[config.mk]
export PLATFORM = sky130hd
export DESIGN_NAME = cpgc_top
export DESIGN_NICKNAME = d
export VERILOG_FILES = /design/src/common/cpgc_pkg.sv /design/src/hdl/cpgc_top.sv
export VERILOG_INCLUDE_DIRS = /design/src /design/src/common
export SDC_FILE = /design/constraint.sdc
export NUM_CORES = 1
export LEC_CHECK = 0
export BUFFER_PORTS_ARGS = -buffer_cell sky130_fd_sc_hd__buf_2
export CAP_MARGIN = 20
export CORE_ASPECT_RATIO = 2
export CORE_MARGIN = 2
export CORE_UTILIZATION = 55
export CTS_CLUSTER_DIAMETER = 40
export CTS_CLUSTER_SIZE = 28
export DETAILED_ROUTE_END_ITERATION = 8
export PLACE_DENSITY_LB_ADDON = 0.1
export SKIP_LAST_GASP = 1
export SYNTH_ARGS = -nofsm -noshare
export SYNTH_HDL_FRONTEND = slang
export SYNTH_SLANG_ARGS = --single-unit
[constraint.sdc]
create_clock -name core_clk -period 3.85 [get_ports core_clk]
set_clock_uncertainty 0.05 [all_clocks]
set_input_delay 0.1925 -clock core_clk [delete_from_list [all_inputs] [get_ports core_clk]]
set_output_delay 0.1925 -clock core_clk [all_outputs]
set_load 0.01 [all_outputs]
[src/common/cpgc_params.svh]
`ifndef CPGC_PARAMS_SVH
`define CPGC_PARAMS_SVH
`define CPGC_A_GEN       8'h10
`define CPGC_A_CRC       8'h11
`define CPGC_A_CHK       8'h12
`define CPGC_A_IPG       8'h13
`define CPGC_A_LC_LO     8'h17
`define CPGC_A_LC_HI     8'h18
`define CPGC_A_INT_ST    8'h1A
`define CPGC_A_INT_MSK   8'h1B
`define CPGC_BURST_HI    15
`define CPGC_BURST_LO    8
`define CPGC_GEN_TRIG    7
`define CPGC_GEN_SELFCLR 6
`define CPGC_GEN_CRCEN   4
`define CPGC_GEN_GENEN   3
`define CPGC_GEN_PAY     2
`define CPGC_GEN_LEN     1
`define CPGC_GEN_ERR     0
`define CPGC_CHK_CNTRST  4
`define CPGC_CHK_STUB    3
`define CPGC_IPG_RST     8'h0C
`define CPGC_LEN_LONG    11'd1518
`define CPGC_LEN_SHORT   11'd64
`define CPGC_FCS_LEN     11'd4
`define CPGC_PRE_LAST    11'd7
`define CPGC_PRE_BYTE    8'h55
`define CPGC_SFD_BYTE    8'hD5
`define CPGC_PAT_A       8'h5A
`define CPGC_PAT_B       8'hA5
`define CPGC_LFSR_SEED   8'h01
`define CPGC_LFSR_TAP    8'h1D
`define CPGC_CRC_POLY    32'hEDB8_8320
`define CPGC_CRC_INIT    32'hFFFF_FFFF
`define CPGC_CRC_RES     32'hDEBB_20E3
`define CPGC_CNT_MAX     8'hFF
`define CPGC_LC_B1       11'd64
`define CPGC_LC_B2       11'd96
`define CPGC_LC_B3       11'd128
`define CPGC_LC_B4       11'd192
`define CPGC_EV_DONE     0
`define CPGC_EV_CRC      1
`define CPGC_EV_LC       2
`endif

[src/common/cpgc_pkg.sv]
`include "cpgc_params.svh"
package cpgc_pkg;
    typedef enum logic [1:0] {
        CPGC_IDLE = 2'b00,
        CPGC_PRE  = 2'b01,
        CPGC_DATA = 2'b10,
        CPGC_GAP  = 2'b11
    } cpgc_gen_st_t;

    typedef struct packed {
        logic       en;
        logic       er;
        logic [7:0] d;
    } cpgc_gmii_t;

    typedef struct packed {
        cpgc_gen_st_t    st;
        logic [7:0]      burst;
        logic            done;
        logic            selfclr;
        logic            crc_en;
        logic            gen_en;
        logic            pay;
        logic            len;
        logic            err;
        logic            stub;
        logic [7:0]      ipg;
        logic [7:0]      left;
        logic [10:0]     bcnt;
        logic [7:0]      lfsr;
        logic [31:0]     tcrc;
        logic [31:0]     rcrc;
        logic            rx_in;
        logic            rx_bad;
        logic            rx_dv_d;
        logic [7:0]      rx_pkt;
        logic [7:0]      rx_err;
        logic [3:0][7:0] lc;
        logic [2:0]      ist;
        logic [2:0]      imsk;
        cpgc_gmii_t      tx;
        logic [15:0]     rdata;
        logic            irq;
    } cpgc_state_t;

    localparam cpgc_state_t CPGC_RST_STATE = '{
        st:      CPGC_IDLE,
        ipg:     `CPGC_IPG_RST,
        lfsr:    `CPGC_LFSR_SEED,
        default: '0
    };
endpackage : cpgc_pkg

[src/hdl/cpgc_top.sv]
// Function
// - Burst zero sends continuously, else exactly the burst count per trigger.
// - Trigger acts only with self-clear control, enable and nonzero burst all set.
// - Trigger reads one when burst is done, zero while sending.
// - Writing zero to a trigger reading one starts another burst.
// - Trigger writes are ignored while a burst is in progress.
// - Self-clear control zero: enable clears after the last packet.
// - Self-clear control one: enable stays set after the burst.
// - Payload select: zero pseudo-random, one alternating 5A/A5 bytes.
// - Length select: one gives 1518-byte packets, zero gives 64-byte packets.
// - Errored bit adds bad CRC and symbol error to every packet.
// - Received packets counted in saturating 8 bits while checker enabled.
// - CRC-errored packets counted in saturating 8 bits while checker enabled.
// - Counter reset bit clears both checker counters and self-clears.
// - Stub test bit enables stub test mode; clear gives normal operation.
// - Inter-packet gap is programmed value plus one bytes, reset twelve.
// - Half duplex receive start bins collisions at bytes 65-96, 97-128, 129-192.
// - Half duplex receive start after byte 192 bumps fourth counter.
// - Late collision counters saturate and clear on read.
//
// Chosen here: strobed register access.
`timescale 1ns/1ps
`default_nettype none
`include "cpgc_params.svh"

module cpgc_top (
    input  wire logic        core_clk,
    input  wire logic        nrst,
    input  wire logic        ce,
    input  wire logic [7:0]  reg_addr,
    input  wire logic [15:0] reg_wdata,
    input  wire logic        reg_wr,
    input  wire logic        reg_rd,
    output var  logic [15:0] reg_rdata,
    input  wire logic        rx_dv,
    input  wire logic        rx_er,
    input  wire logic [7:0]  rxd,
    input  wire logic        half_duplex,
    output var  logic        tx_en,
    output var  logic        tx_er,
    output var  logic [7:0]  txd,
    output var  logic        stub_test_en,
    output var  logic        irq
);

    cpgc_pkg::cpgc_state_t r;
    cpgc_pkg::cpgc_state_t n;

    logic        wr_gen;
    logic        wr_chk;
    logic        rd_lo;
    logic        rd_hi;
    logic        cnt_clr;
    logic        trig_ok;
    logic        sop;
    logic        gap_end;
    logic        last_pkt;
    logic [10:0] plen;
    logic [10:0] bnum;
    logic [7:0]  pb;
    logic [1:0]  fidx;
    logic [31:0] fcs;
    logic [2:0]  ev;

    function automatic logic [31:0] cpgc_crc(input logic [31:0] c,
                                             input logic [7:0]  d);
        logic [31:0] x;
        x = c;
        for (int i = 0; i < 8; i++) begin
            x = {1'b0, x[31:1]} ^ ({32{x[0] ^ d[i]}} & `CPGC_CRC_POLY);
        end
        return x;
    endfunction : cpgc_crc

    function automatic logic [7:0] cpgc_sat(input logic [7:0] v);
        return (v == `CPGC_CNT_MAX) ? v : v + 8'h01;
    endfunction : cpgc_sat

    assign wr_gen   = reg_wr && (reg_addr == `CPGC_A_GEN);
    assign wr_chk   = reg_wr && (reg_addr == `CPGC_A_CHK);
    assign rd_lo    = reg_rd && (reg_addr == `CPGC_A_LC_LO);
    assign rd_hi    = reg_rd && (reg_addr == `CPGC_A_LC_HI);
    assign cnt_clr  = wr_chk && reg_wdata[`CPGC_CHK_CNTRST];
    assign sop      = rx_dv && !r.rx_dv_d;
    assign plen     = r.len ? `CPGC_LEN_LONG : `CPGC_LEN_SHORT;
    assign bnum     = r.bcnt;
    assign gap_end  = (r.st == cpgc_pkg::CPGC_GAP) && (r.bcnt == 11'd0);
    assign last_pkt = (r.burst != 8'h00) && (r.left <= 8'h01);
    assign fidx     = 2'(r.bcnt - (plen - `CPGC_FCS_LEN));
    // A bad FCS is sent uninverted so it can never match by accident
    assign fcs      = r.err ? r.tcrc : ~r.tcrc;

    // Trigger is only honoured with the written control bits all valid
    assign trig_ok  = wr_gen && r.done && !reg_wdata[`CPGC_GEN_TRIG]
                      && reg_wdata[`CPGC_GEN_SELFCLR]
                      && reg_wdata[`CPGC_GEN_GENEN]
                      && (reg_wdata[`CPGC_BURST_HI:`CPGC_BURST_LO] != 8'h00);

    always_comb begin
        n         = r;
        n.tx      = '0;
        n.rdata   = 16'h0000;
        n.rx_dv_d = rx_dv;
        ev        = 3'b000;
        pb        = r.pay ? (r.bcnt[0] ? `CPGC_PAT_B : `CPGC_PAT_A) : r.lfsr;

        if (wr_gen) begin
            n.burst   = reg_wdata[`CPGC_BURST_HI:`CPGC_BURST_LO];
            n.selfclr = reg_wdata[`CPGC_GEN_SELFCLR];
            n.crc_en  = reg_wdata[`CPGC_GEN_CRCEN];
            n.gen_en  = reg_wdata[`CPGC_GEN_GENEN];
            n.pay     = reg_wdata[`CPGC_GEN_PAY];
            n.len     = reg_wdata[`CPGC_GEN_LEN];
            n.err     = reg_wdata[`CPGC_GEN_ERR];
            // Trigger bit itself is never stored; writes while busy fall here
            if (trig_ok || (reg_wdata[`CPGC_GEN_GENEN] && !r.gen_en)) begin
                n.done = 1'b0;
                n.left = reg_wdata[`CPGC_BURST_HI:`CPGC_BURST_LO];
                if (r.st == cpgc_pkg::CPGC_IDLE) begin
                    n.st   = cpgc_pkg::CPGC_PRE;
                    n.bcnt = 11'd0;
                end
            end
        end
        if (wr_chk) begin
            n.stub = reg_wdata[`CPGC_CHK_STUB];
        end
        if (reg_wr && (reg_addr == `CPGC_A_IPG)) begin
            n.ipg = reg_wdata[7:0];
        end
        if (reg_wr && (reg_addr == `CPGC_A_INT_MSK)) begin
            n.imsk = reg_wdata[2:0];
        end

        unique case (r.st)
            cpgc_pkg::CPGC_IDLE: begin
            end
            cpgc_pkg::CPGC_PRE: begin
                n.tx.en = 1'b1;
                n.tx.d  = (r.bcnt == `CPGC_PRE_LAST) ? `CPGC_SFD_BYTE : `CPGC_PRE_BYTE;
                n.bcnt  = r.bcnt + 11'd1;
                if (r.bcnt == `CPGC_PRE_LAST) begin
                    n.st   = cpgc_pkg::CPGC_DATA;
                    n.bcnt = 11'd0;
                    n.tcrc = `CPGC_CRC_INIT;
                end
            end
            cpgc_pkg::CPGC_DATA: begin
                n.tx.en = 1'b1;
                n.bcnt  = r.bcnt + 11'd1;
                if (r.bcnt < plen - `CPGC_FCS_LEN) begin
                    n.tx.d = pb;
                    n.tcrc = cpgc_crc(r.tcrc, pb);
                    if (!r.pay) begin
                        n.lfsr = {r.lfsr[6:0], 1'b0}
                                 ^ (r.lfsr[7] ? `CPGC_LFSR_TAP : 8'h00);
                    end
                end else begin
                    n.tx.d = 8'(fcs >> {fidx, 3'b000});
                end
                // Symbol error rides on the first data byte
                n.tx.er = r.err && (r.bcnt == 11'd0);
                if (r.bcnt == plen - 11'd1) begin
                    n.st   = cpgc_pkg::CPGC_GAP;
                    n.bcnt = {3'b000, r.ipg};
                end
            end
            cpgc_pkg::CPGC_GAP: begin
                if (r.bcnt != 11'd0) begin
                    n.bcnt = r.bcnt - 11'd1;
                end else begin
                    if (r.burst != 8'h00) begin
                        n.left = r.left - 8'h01;
                    end
                    if (last_pkt) begin
                        n.st   = cpgc_pkg::CPGC_IDLE;
                        n.done = 1'b1;
                        ev[`CPGC_EV_DONE] = 1'b1;
                        if (!r.selfclr) begin
                            n.gen_en = 1'b0;
                        end
                    end else if (r.gen_en) begin
                        n.st   = cpgc_pkg::CPGC_PRE;
                        n.bcnt = 11'd0;
                    end else begin
                        n.st   = cpgc_pkg::CPGC_IDLE;
                        n.done = 1'b1;
                        ev[`CPGC_EV_DONE] = 1'b1;
                    end
                end
            end
        endcase

        // Clear first so a same-cycle frame end still counts
        if (cnt_clr) begin
            n.rx_pkt = 8'h00;
            n.rx_err = 8'h00;
        end
        if (rx_dv && !r.rx_in && (rxd == `CPGC_SFD_BYTE)) begin
            n.rx_in  = 1'b1;
            n.rx_bad = 1'b0;
            n.rcrc   = `CPGC_CRC_INIT;
        end
        if (r.rx_in && rx_dv) begin
            n.rcrc   = cpgc_crc(r.rcrc, rxd);
            n.rx_bad = r.rx_bad || rx_er;
        end
        if (r.rx_in && !rx_dv) begin
            n.rx_in = 1'b0;
            if (r.crc_en) begin
                n.rx_pkt = cpgc_sat(n.rx_pkt);
                if (r.rx_bad || (r.rcrc != `CPGC_CRC_RES)) begin
                    n.rx_err = cpgc_sat(n.rx_err);
                    ev[`CPGC_EV_CRC] = 1'b1;
                end
            end
        end

        if (reg_rd) begin
            unique case (reg_addr)
                `CPGC_A_GEN:     n.rdata = {r.burst, r.done, r.selfclr, 1'b0, r.crc_en,
                                            r.gen_en, r.pay, r.len, r.err};
                `CPGC_A_CRC:     n.rdata = {r.rx_pkt, r.rx_err};
                `CPGC_A_CHK:     n.rdata = {12'h000, r.stub, 3'b000};
                `CPGC_A_IPG:     n.rdata = {8'h00, r.ipg};
                `CPGC_A_LC_LO:   n.rdata = {r.lc[1], r.lc[0]};
                `CPGC_A_LC_HI:   n.rdata = {r.lc[3], r.lc[2]};
                `CPGC_A_INT_ST:  n.rdata = {13'h0000, r.ist};
                `CPGC_A_INT_MSK: n.rdata = {13'h0000, r.imsk};
                default:         n.rdata = 16'h0000;
            endcase
        end
        if (rd_lo) begin
            n.lc[0] = 8'h00;
            n.lc[1] = 8'h00;
        end
        if (rd_hi) begin
            n.lc[2] = 8'h00;
            n.lc[3] = 8'h00;
        end
        // Collision binned on the byte now standing on txd
        if (sop && half_duplex && (r.st == cpgc_pkg::CPGC_DATA)) begin
            for (int k = 0; k < 4; k++) begin
                if ((k == 3 && bnum > `CPGC_LC_B4)
                    || (k == 2 && bnum > `CPGC_LC_B3 && bnum <= `CPGC_LC_B4)
                    || (k == 1 && bnum > `CPGC_LC_B2 && bnum <= `CPGC_LC_B3)
                    || (k == 0 && bnum > `CPGC_LC_B1 && bnum <= `CPGC_LC_B2)) begin
                    n.lc[k] = cpgc_sat(n.lc[k]);
                    ev[`CPGC_EV_LC] = 1'b1;
                end
            end
        end

        // Sticky events win over a same-cycle write-one clear
        if (reg_wr && (reg_addr == `CPGC_A_INT_ST)) begin
            n.ist = r.ist & ~reg_wdata[2:0];
        end
        n.ist = n.ist | ev;
        n.irq = |(n.ist & n.imsk);
    end

    always_ff @(posedge core_clk) begin
        if (!nrst) begin
            r <= cpgc_pkg::CPGC_RST_STATE;
        end else if (ce) begin
            r <= n;
        end
    end

    assign reg_rdata    = r.rdata;
    assign tx_en        = r.tx.en;
    assign tx_er        = r.tx.er;
    assign txd          = r.tx.d;
    assign stub_test_en = r.stub;
    assign irq          = r.irq;

    property p_burst_end;
        @(posedge core_clk) disable iff (!nrst)
        (ce && gap_end && last_pkt) |=> (r.st == cpgc_pkg::CPGC_IDLE) && r.done;
    endproperty
    a_burst_end: assert property (p_burst_end) else $error("burst did not stop");

    property p_cont;
        @(posedge core_clk) disable iff (!nrst)
        (ce && gap_end && r.burst == 8'h00 && r.gen_en && !wr_gen)
        |=> r.st == cpgc_pkg::CPGC_PRE;
    endproperty
    a_cont: assert property (p_cont) else $error("continuous mode stopped");

    property p_busy;
        @(posedge core_clk) disable iff (!nrst)
        (r.st != cpgc_pkg::CPGC_IDLE) |-> !r.done;
    endproperty
    a_busy: assert property (p_busy) else $error("done shown while sending");

    property p_retrig;
        @(posedge core_clk) disable iff (!nrst)
        (ce && trig_ok && r.st == cpgc_pkg::CPGC_IDLE)
        |=> !r.done ##1 (!ce || r.st == cpgc_pkg::CPGC_PRE);
    endproperty
    a_retrig: assert property (p_retrig) else $error("trigger did not restart");

    property p_ignore;
        @(posedge core_clk) disable iff (!nrst)
        (ce && !r.done && wr_gen && !gap_end) |=> !r.done;
    endproperty
    a_ignore: assert property (p_ignore) else $error("busy trigger write acted");

    property p_selfclr;
        @(posedge core_clk) disable iff (!nrst)
        (ce && gap_end && last_pkt && r.gen_en && !wr_gen) |=> (r.gen_en == $past(r.selfclr));
    endproperty
    a_selfclr: assert property (p_selfclr) else $error("enable self-clear wrong");

    property p_pattern;
        @(posedge core_clk) disable iff (!nrst)
        (ce && r.st == cpgc_pkg::CPGC_DATA && r.pay && r.bcnt == 11'd1)
        |=> txd == `CPGC_PAT_B;
    endproperty
    a_pattern: assert property (p_pattern) else $error("pattern byte wrong");

    property p_gap;
        @(posedge core_clk) disable iff (!nrst)
        (ce && r.st == cpgc_pkg::CPGC_DATA && r.bcnt == plen - 11'd1)
        |=> (r.st == cpgc_pkg::CPGC_GAP) && (r.bcnt == {3'b000, r.ipg}) ##1 !tx_en;
    endproperty
    a_gap: assert property (p_gap) else $error("packet end or gap wrong");

    property p_sat;
        @(posedge core_clk) disable iff (!nrst)
        (r.rx_pkt == `CPGC_CNT_MAX && !cnt_clr) |=> r.rx_pkt == `CPGC_CNT_MAX;
    endproperty
    a_sat: assert property (p_sat) else $error("packet counter wrapped");

    property p_cntrst;
        @(posedge core_clk) disable iff (!nrst)
        (ce && cnt_clr) |=> (r.rx_pkt <= 8'h01) && (r.rx_err <= 8'h01);
    endproperty
    a_cntrst: assert property (p_cntrst) else $error("counters not cleared");

    property p_lc4;
        @(posedge core_clk) disable iff (!nrst)
        (ce && sop && half_duplex && r.st == cpgc_pkg::CPGC_DATA && bnum > `CPGC_LC_B4
         && r.lc[3] != `CPGC_CNT_MAX && !rd_hi) |=> r.lc[3] == $past(r.lc[3]) + 8'h01;
    endproperty
    a_lc4: assert property (p_lc4) else $error("late collision not counted");

    property p_lcrc;
        @(posedge core_clk) disable iff (!nrst)
        (ce && rd_lo && !sop) |=> (r.lc[0] == 8'h00) && (r.lc[1] == 8'h00);
    endproperty
    a_lcrc: assert property (p_lcrc) else $error("counter not cleared on read");

    c_burst: cover property (@(posedge core_clk) disable iff (!nrst) ce && gap_end && last_pkt);
    c_crc: cover property (@(posedge core_clk) disable iff (!nrst) ce && ev[`CPGC_EV_CRC]);
    c_lc: cover property (@(posedge core_clk) disable iff (!nrst) ce && ev[`CPGC_EV_LC]);

endmodule : cpgc_top
`default_nettype wire

==> impl_metrics.ini, run 1 <==
[setup_path]
worstRegToRegCells = 6
cp-end-kind = register
reg2reg_slack_ns = 0.77
critical-path-slowest-cell = dlygate4sd3_1
startpoint = reg_wdata[4]
required_ns = 4.22
start_kind = input pin
cpPeakStageDelay_ns = 0.52
criticalPathCategory = in2reg
cp.arrival_ns = 3.51
path_cells = dlygate4sd3_1 -> buf_2 -> nor4bb_1 -> nand3_1 -> and2_1 -> ha_1 -> and3_1 -> a41oi_1 -> and2_1 -> nand4_1 -> mux2i_1
rr_endpoint = r[123]
critPathMaxFanout = 10
critPathMostFrequentCell = and2_1
r2r-start = r[185]

[clocking]
post_cts_resized = 0
clock_sink_count = 201
htree_levels = 1
numCtsBuffers = 23
root_buffer = clkbuf_16
cts_tree = yes
cts_setup_buffers = 0
cts_buffer_depth = 3
clk_pin_slew_ns = 0.08
clk_latency_ns = 0.55
postCtsHoldBufs = 17

[finish]
final_nets = 1561
fin_cells = 1795
seq_area_sq_um = 4020
diodes = 0
area_delta_synth_final_pct = 9.44
layout-drive-gt1-share = 0.122
fin_util = 0.614
multiInputGateArea_sq_um = 7970
nFillCells = 2090

[sta]
slew_viol_final = 0
setup_tns_ns = 0
hold_violations = 0
rsz0062_at_grt = no
max_freq_mhz = 318
max_slew.worst_pin.slew_ns = 0.969
period_needed_ns = 3.14
worst_slack_ns = 0.708
period_share = 0.816
hold_ws_ns = 0.0201
relSlewSlack = 0.354
finalSetupViolCount = 0

[synth]
synth_seq_cells = 201
synth-simple-area-share = 0.194
synthCells = 1491
ys_types = 89
synthXorXnorAreaFrac = 0.130
ys.flop_type = dfxtp_1
synth.area.mux_share = 0.0521
syn_area_sq_um = 12700
ys_async_sr_fraction = 0
syn_nets = 1553
synth_top_family_by_area = compound AO/OA/AOI/OAI gates
synth.area.top_cells = dfxtp_1 (32%), xnor2_1 (6.9%), a21oi_1 (5.0%)
synth_top_area_share = 0.316
ys_warn_count = 0
yosysTopAreaCell = dfxtp_1
synth_compound_area_frac = 0.226
syn_avg_cell_area_sq_um = 8.55
synth_edf_count = 0
synth_adder_area_share = 0.0216
synth_seq_area_share = 0.316

[power_and_ir_drop]
ir_drop_mv = 0.420
power.leakage_nw = 5.15
powerDensity_nw_per_um2 = 357

[routing]
routed_wl_mm = 40.2
wire_per_inst_um = 22.4
num_vias = 11700
drt_iter0_drc = 779
firstDrtPassIters = 5
viasPerCell = 6.55
drt.antenna.violating_nets = 0
drc = 0

[place]
routabilityCongestion = 1.02
dp_hpwl_mm = 29.7
numPortBuffers = 67
dp_cells = 1737
place_ws_ns = 0.699

[worst_hold_path]
holdCritStartpoint = rx_dv
hold_path.class = in2reg
hold_path_end = r[81]
holdPathStages = 3

[global_route]
track_usage = 0.321
grt_pass1_wl_mm = 62.5
grt_start_max_net_pins = 61
grt_overflow = 0
antenna_found_initial = 1
grt_pass1_vias = 11500

[die]
initial_core_util = 0.561
die_h_um = 219
die_w_um = 112
fp.dieArea_sq_um = 24500
num_io_pins = 68
coreArea_sq_um = 22700
rows = 78

[flow_run]
drv_cap = 0

[outcome]
status = finished, final reports clean
[placed cells by master (no fill, tap or decap), drive strengths merged, types with 19 or more instances in the layout]
cell type,count
ha,22
nand3,48
nor2,80
a31oi,19
mux2i,45
xor2,65
and3,21
nand4,32
a21oi,129
o221a,34
dfxtp,201
nand2,127
nor3,50
buf,94
clkbuf,23
a22oi,22
xnor2,105
and2,22
inv,30
o31ai,29
o21ai,51
[logic make-up (layout without fill, tap and decap cells)]
kind of cell    Yosys count  after routing
compound gates          417            417
xor+xnor                176            176
fa+ha+maj                22             22
buf+inv                 147            171
flops                   201            201
mux                      56             56
simple gates            472            472
[final cells by class]
cell class / instances / area share
Clock buffer: 23 / 0.0412
Inverter: 19 / 0.00520
Timing Repair Buffer: 111 / 0.0518
Multi-Input combinational cell: 1143 / 0.571
Tap cell: 280 / 0.0251
Sequential cell: 201 / 0.288
Clock inverter: 18 / 0.0170
[critical path, delay by kind of cell]
family	cells	cell delay [ns]
multiplexers	1	0.15
AND/OR/NAND/NOR	6	1.80
buffers and inverters	2	0.69
AO/OA/AOI/OAI	1	0.43
adder cells (fa/ha/maj)	1	0.24
[sequential cells by signal, summed over array words and instances, names as in the netlist]
register / cells
reg_rdata: 16
tx_en: 1
txd: 8
bnum: 11
tx_er: 1
stub_test_en: 1
irq: 1
r: 162
[stage by stage]
step / power, mW / area (sq um)
4_1_cts: 5.01 / 14000
5_1_grt: 5.11 / 14000
3_5_place_dp: 2.67 / 13000
2_1_floorplan: 2.54 / 12700
3_3_place_gp: 2.67 / 13000
6_report: 4.98 / 14000
[worst max-delay path by stage]
stage	to	slack, ns	depth (start not counted)
floorplan	r[44]	1.06	11
global placement	r[78]	0.80	10
CTS	r[78]	0.78	11
detailed placement	r[78]	0.70	10
global route	r[78]	0.50	11
finish	r[78]	0.71	11
[power breakdown]
part	switching, mW	internal, mW
logic	0.295	0.224
registers	0.0271	2.10
clock network	1.13	1.21
[layer usage]
metal  GRT usage  vias to the layer above  share of wire  wire (um)
met1       0.323                     5605           0.35      13900
li1            -                     5516              -          -
met4       0.245                        0          0.084       3360
met2       0.595                      437           0.53      21200
met5           0                        -              0          0
met3      0.0370                      191          0.043       1730
[cells in the mapped netlist (all sizes together), types with 8 or more instances]
cell type,count
xor2,65
o21ai,51
a31oi,19
a211oi,18
ha,22
mux4,8
clkbuf,66
nand4,32
dfxtp,201
o21a,15
a22oi,22
buf,59
or4,8
nor4,18
o221a,34
mux2i,45
nor2b,8
nand2,127
or3,13
inv,19
a21o,18
xnor2,105
nor3,50
nand2b,8
o2bb2ai,16
o31ai,29
a21oi,129
nand3,48
and3,21
and2,22
nor2,80
No activity file was read; power rests on OpenSTA's default activity.
==> run 2, diff against run 1 <==
clock period = 2.65 ns   (was 3.85 ns; I/O delays follow)
==> run 2 against run 1 <==
- largest cell class unchanged
- worst setup slack worse by 0.59 ns
- power up 47%
- first-iteration DRC count up 21%
- die area unchanged
- count of clock-buffer cells in the layout unchanged
- design area up 5.1%
==> impl_metrics.ini, run 2 (same netlist as run 1, synthesis figures left out) <==
[setup_path]
critPathBufInv = 3
rr_endpoint = r[133]
critPathMaxFanout = 18
startpoint = bnum[0]
reg2reg_slack_ns = 0.12
criticalPathCategory = reg2reg
cp.arrival_ns = 2.91
start_kind = register
required_ns = 3.03
worstRegToRegCells = 9
critical-path-slowest-cell = dfxtp_1
path_cells = buf_12 -> nand2_1 -> buf_4 -> o21a_1 -> xnor2_1 -> xor2_1 -> buf_4 -> xnor3_1 -> o221a_1
critPathMostFrequentCell = buf_4
cp-end-kind = register
cpPeakStageDelay_ns = 0.45
cp_top_family = XOR/XNOR gates
r2r-start = bnum[0]

[worst_hold_path]
hold_path.class = in2reg
hold_path_end = r[81]
holdPathStages = 4
holdCritStartpoint = rx_dv

[finish]
area_delta_synth_final_pct = 15.0
layout_commonest_cell = dfxtp_1
largest_reg_flops = 162
nFillCells = 2016
final_nets = 1648
diodes = 0
fin_util = 0.645
top_register = r
most-common-layout-cells = dfxtp_1 (201), nand2_1 (127), a21oi_1 (126)
fin_cells = 1882
layout-drive-gt1-share = 0.172

[power_and_ir_drop]
power.total_mw = 7.31
power.leakage_nw = 5.59
ir_drop_mv = 0.709
powerDensity_nw_per_um2 = 498

[routing]
num_vias = 12300
routed_wl_mm = 42.1
viasPerCell = 6.53
drc = 0
firstDrtPassIters = 5
drt.antenna.violating_nets = 0
wire_per_inst_um = 22.4
drt_iter0_drc = 940

[die]
initial_core_util = 0.561
die_w_um = 112
rows = 78
die_h_um = 219
coreArea_sq_um = 22700
num_io_pins = 68
fp.dieArea_sq_um = 24500

[sta]
period_share = 0.955
max_slew.worst_pin.slew_ns = 1.01
hold_violations = 0
hold_ws_ns = 0.0540
slew_viol_final = 0
rsz0062_at_grt = yes
relSlewSlack = 0.320
finalSetupViolCount = 0
max_freq_mhz = 395
period_needed_ns = 2.53

[clocking]
htree_levels = 1
clk_latency_ns = 0.54
clk_pin_slew_ns = 0.08
cts_setup_buffers = 0
numCtsBuffers = 22
clock_sink_count = 201
cts_buffer_depth = 3
root_buffer = clkbuf_16
cts_tree = yes

[outcome]
status = finished, final reports clean

[global_route]
grt_pass1_wl_mm = 65.4
grt_start_max_net_pins = 55
antenna_found_initial = 0
grt_overflow = 0
track_usage = 0.335
grt_pass1_vias = 12000

[place]
dp_hpwl_mm = 31.3
routabilityCongestion = 0.979
numPortBuffers = 67
dp_cells = 1824

[flow_run]
drv_cap = 0
[run 2: cell types whose count changed in the layout (fill, tap and decap cells not counted), sizes merged]
cell         change
dlygate4sd3      +1
buf             +87
bufinv           +1
clkinv           -2
clkinvlp         +1
inv              -1
[run 2: worst max path at each step]
stage                         end  slack (ns)  depth (start not counted)
after global routing      bnum[5]       -0.04                          9
after detailed placement    r[36]      -0.004                         11
after floorplan             r[44]        0.01                         11
after global placement      r[36]        0.12                         11
after CTS                 bnum[5]        0.03                          9
final                      r[133]        0.12                          9
[run 2: repair_timing]
| item | in CTS | in global routing |
|---|---|---|
| setup endpoints to repair | 0 | 8 |
| hold buffers | 18 | 0 |
| endpoints found under the hold margin | 34 | 0 |
| gates resized for setup | 0 | 8 |
[run 2: power breakdown]
group	total, mW	switching [mW]	internal (mW)
Combinational	0.827	0.453	0.374
Clock	3.39	1.59	1.81
Sequential	3.09	0.0386	3.05
[run 2: layout make-up]
cell class                 instances  area (sq um)  area share
clock inverter                    17           223      0.0152
clock buffer                      23           576      0.0393
multi-input combinational       1143          7990       0.545
timing repair buffer             199          1430      0.0974
sequential                       201          4020       0.274
inverter                          19          72.6     0.00495
tap                              280           350      0.0239
[run 2: worst min-delay path: stages]
cell,delay [ns]
buf_2,0.13
buf_4,0.18
mux2i_1,0.08
nor2_1,0.08
[run 2: routing by layer]
layer | global-route usage | part of all wire
met1 | 0.341 | 0.35
met2 | 0.631 | 0.53
met3 | 0.0378 | 0.046
met4 | 0.228 | 0.078
met5 | 0 | 0
[run 2: metrics by stage]
step | setup slack, ns | setup TNS [ns] | instance area, sq um
floorplan | 0.0133 | 0 | 12800
global placement | 0.120 | 0 | 13700
detailed placement | -0.00352 | -0.00352 | 13700
CTS | 0.0280 | 0 | 14600
global route | -0.0368 | -0.0368 | 14700
finish | 0.119 | 0 | 14700
==> run 3, diff against run 2 <==
BUFFER_PORTS_ARGS = default   (was -buffer_cell sky130_fd_sc_hd__buf_2)
DONT_BUFFER_PORTS = 1   (was default)
==> run 3 against run 2 <==
- worst setup slack lost 0.013 ns
- sequential share of layout area grew 0.074 points
- routed wire length grew 9.1%
- global-route usage grew 3.8 points
- clock power grew 6.5%
- critical path type unchanged
- critical endpoint is now r[199]
- largest cell class unchanged
==> impl_metrics.ini, run 3 (same netlist as run 1, synthesis figures left out) <==
[outcome]
status = finished, final reports clean

[sta]
rsz0062_at_grt = yes
relSlewSlack = 0.241
slew_viol_final = 0
max_slew.worst_pin.slew_ns = 1.14
hold_violations = 0
worst_slack_ns = 0.106
period_share = 0.960
period_needed_ns = 2.54
finalSetupViolCount = 0
max_freq_mhz = 393

[routing]
drt_iter0_drc = 1039
drc = 0
num_vias = 12400
routed_wl_mm = 45.9
wire_per_inst_um = 25.0
viasPerCell = 6.74
drt.antenna.violating_nets = 0
firstDrtPassIters = 6

[flow_run]
drv_cap = 0

[finish]
top_register = r
fin_cells = 1835
most-common-layout-cells = dfxtp_1 (200), nand2_1 (127), a21oi_1 (127)
largest_reg_flops = 162
area_delta_synth_final_pct = 14.7
final_nets = 1596
layout-drive-gt1-share = 0.131
layout_commonest_cell = dfxtp_1

[setup_path]
critPathMostFrequentCell = buf_4
criticalPathCategory = reg2reg
reg2reg_slack_ns = 0.11
startpoint = bnum[7]
r2r-start = bnum[7]
critical-path-slowest-cell = a31oi_1
start_kind = register
cp-end-kind = register
cp.arrival_ns = 2.95
cpPeakStageDelay_ns = 0.80
required_ns = 3.06
worstRegToRegCells = 8
critPathMaxFanout = 7
path_cells = buf_4 -> nor3_1 -> buf_4 -> a31oi_1 -> buf_4 -> nor4_1 -> o221a_2 -> a211oi_1

[clocking]
clk_latency_ns = 0.56
htree_levels = 1
cts_tree = yes
clock_sink_count = 201
clk_pin_slew_ns = 0.07
numCtsBuffers = 24
cts_buffer_depth = 3
root_buffer = clkbuf_16

[die]
fp.dieArea_sq_um = 24500
initial_core_util = 0.561
die_w_um = 112
num_io_pins = 68
die_h_um = 219
rows = 78
coreArea_sq_um = 22700

[power_and_ir_drop]
seqPwrFrac = 0.411
p_int_mw = 5.39
ir_drop_mv = 0.605
power.leakage_nw = 5.39
p_switching_mw = 2.13
combinationalPowerShare = 0.108
p_clk_frac = 0.481
netSwitchingFraction = 0.283
powerDensity_nw_per_um2 = 514

[global_route]
antenna_found_initial = 1
grt_start_max_net_pins = 108
track_usage = 0.373
grt_overflow = 0
grt_pass1_vias = 12400
grt_pass1_wl_mm = 70.9

[place]
numPortBuffers = 0
place_ws_ns = 0.121
dp_hpwl_mm = 31.1
routabilityCongestion = 0.961
dp_cells = 1743

[worst_hold_path]
hold_path.class = in2reg
holdPathStages = 5
holdCritStartpoint = ce
run 3: repair_timing:
| item | CTS | global route |
|---|---|---|
| buffers inserted | 0 | 2 |
| hold buffers | 43 | 0 |
| setup endpoints to repair | 0 | 7 |
| gates resized for setup | 0 | 11 |
| endpoints found under the hold margin | 171 | 0 |
run 3: critical path: cells and delay by family, from the launching register on:
family,cells,cell delay [ns]
compound gates,3,1.21
buf+inv,3,0.63
flops,1,0.46
simple gates,2,0.11
run 3: area by class of cell:
cell class                 instances  area, sq um
sequential                       201         4030
clock inverter                    18          240
timing repair buffer             145         1290
clock buffer                      26          639
fill                            1985         8110
antenna                            3         7.51
tap                              280          350
multi-input combinational       1143         8000
inverter                          19         72.6
run 3: final timing paths:
check,to
worst max-delay path,r[199]
worst min-delay path,r[40]
worst max register to register,r[199]
worst min register to register,r[193]
run 3: power groups by stage:
stage | Sequential, mW | Combinational (mW) | Clock (mW)
floorplan | 3.14 | 0.549 | 0
global placement | 3.16 | 0.660 | 0
detailed placement | 3.16 | 0.664 | 0
CTS | 3.09 | 0.798 | 3.64
global route | 3.09 | 0.858 | 3.76
finish | 3.09 | 0.812 | 3.61
run 3: per-layer routing:
metal	wire length [um]	global-route usage	up-vias	share of wire
met5	0	0	-	0
met1	14800	0.357	5899	0.32
met4	4860	0.329	0	0.11
li1	-	-	5582	-
met3	3020	0.0762	266	0.066
met2	23300	0.667	621	0.51
run 3: metrics by stage:
stage / utilization / TNS, ns / cell area [sq um] / power (mW) / hold slack (ns)
after CTS: 0.640 / 0 / 14600 / 7.52 / 0.000757
final: 0.643 / 0 / 14600 / 7.51 / 0.00399
after global routing: 0.643 / -0.0416 / 14600 / 7.71 / 0.0244
after global placement: 0.581 / 0 / 13200 / 3.82 / 0.183
after detailed placement: 0.581 / 0 / 13200 / 3.82 / 0.201
after floorplan: - / 0 / 12800 / 3.69 / 0.211
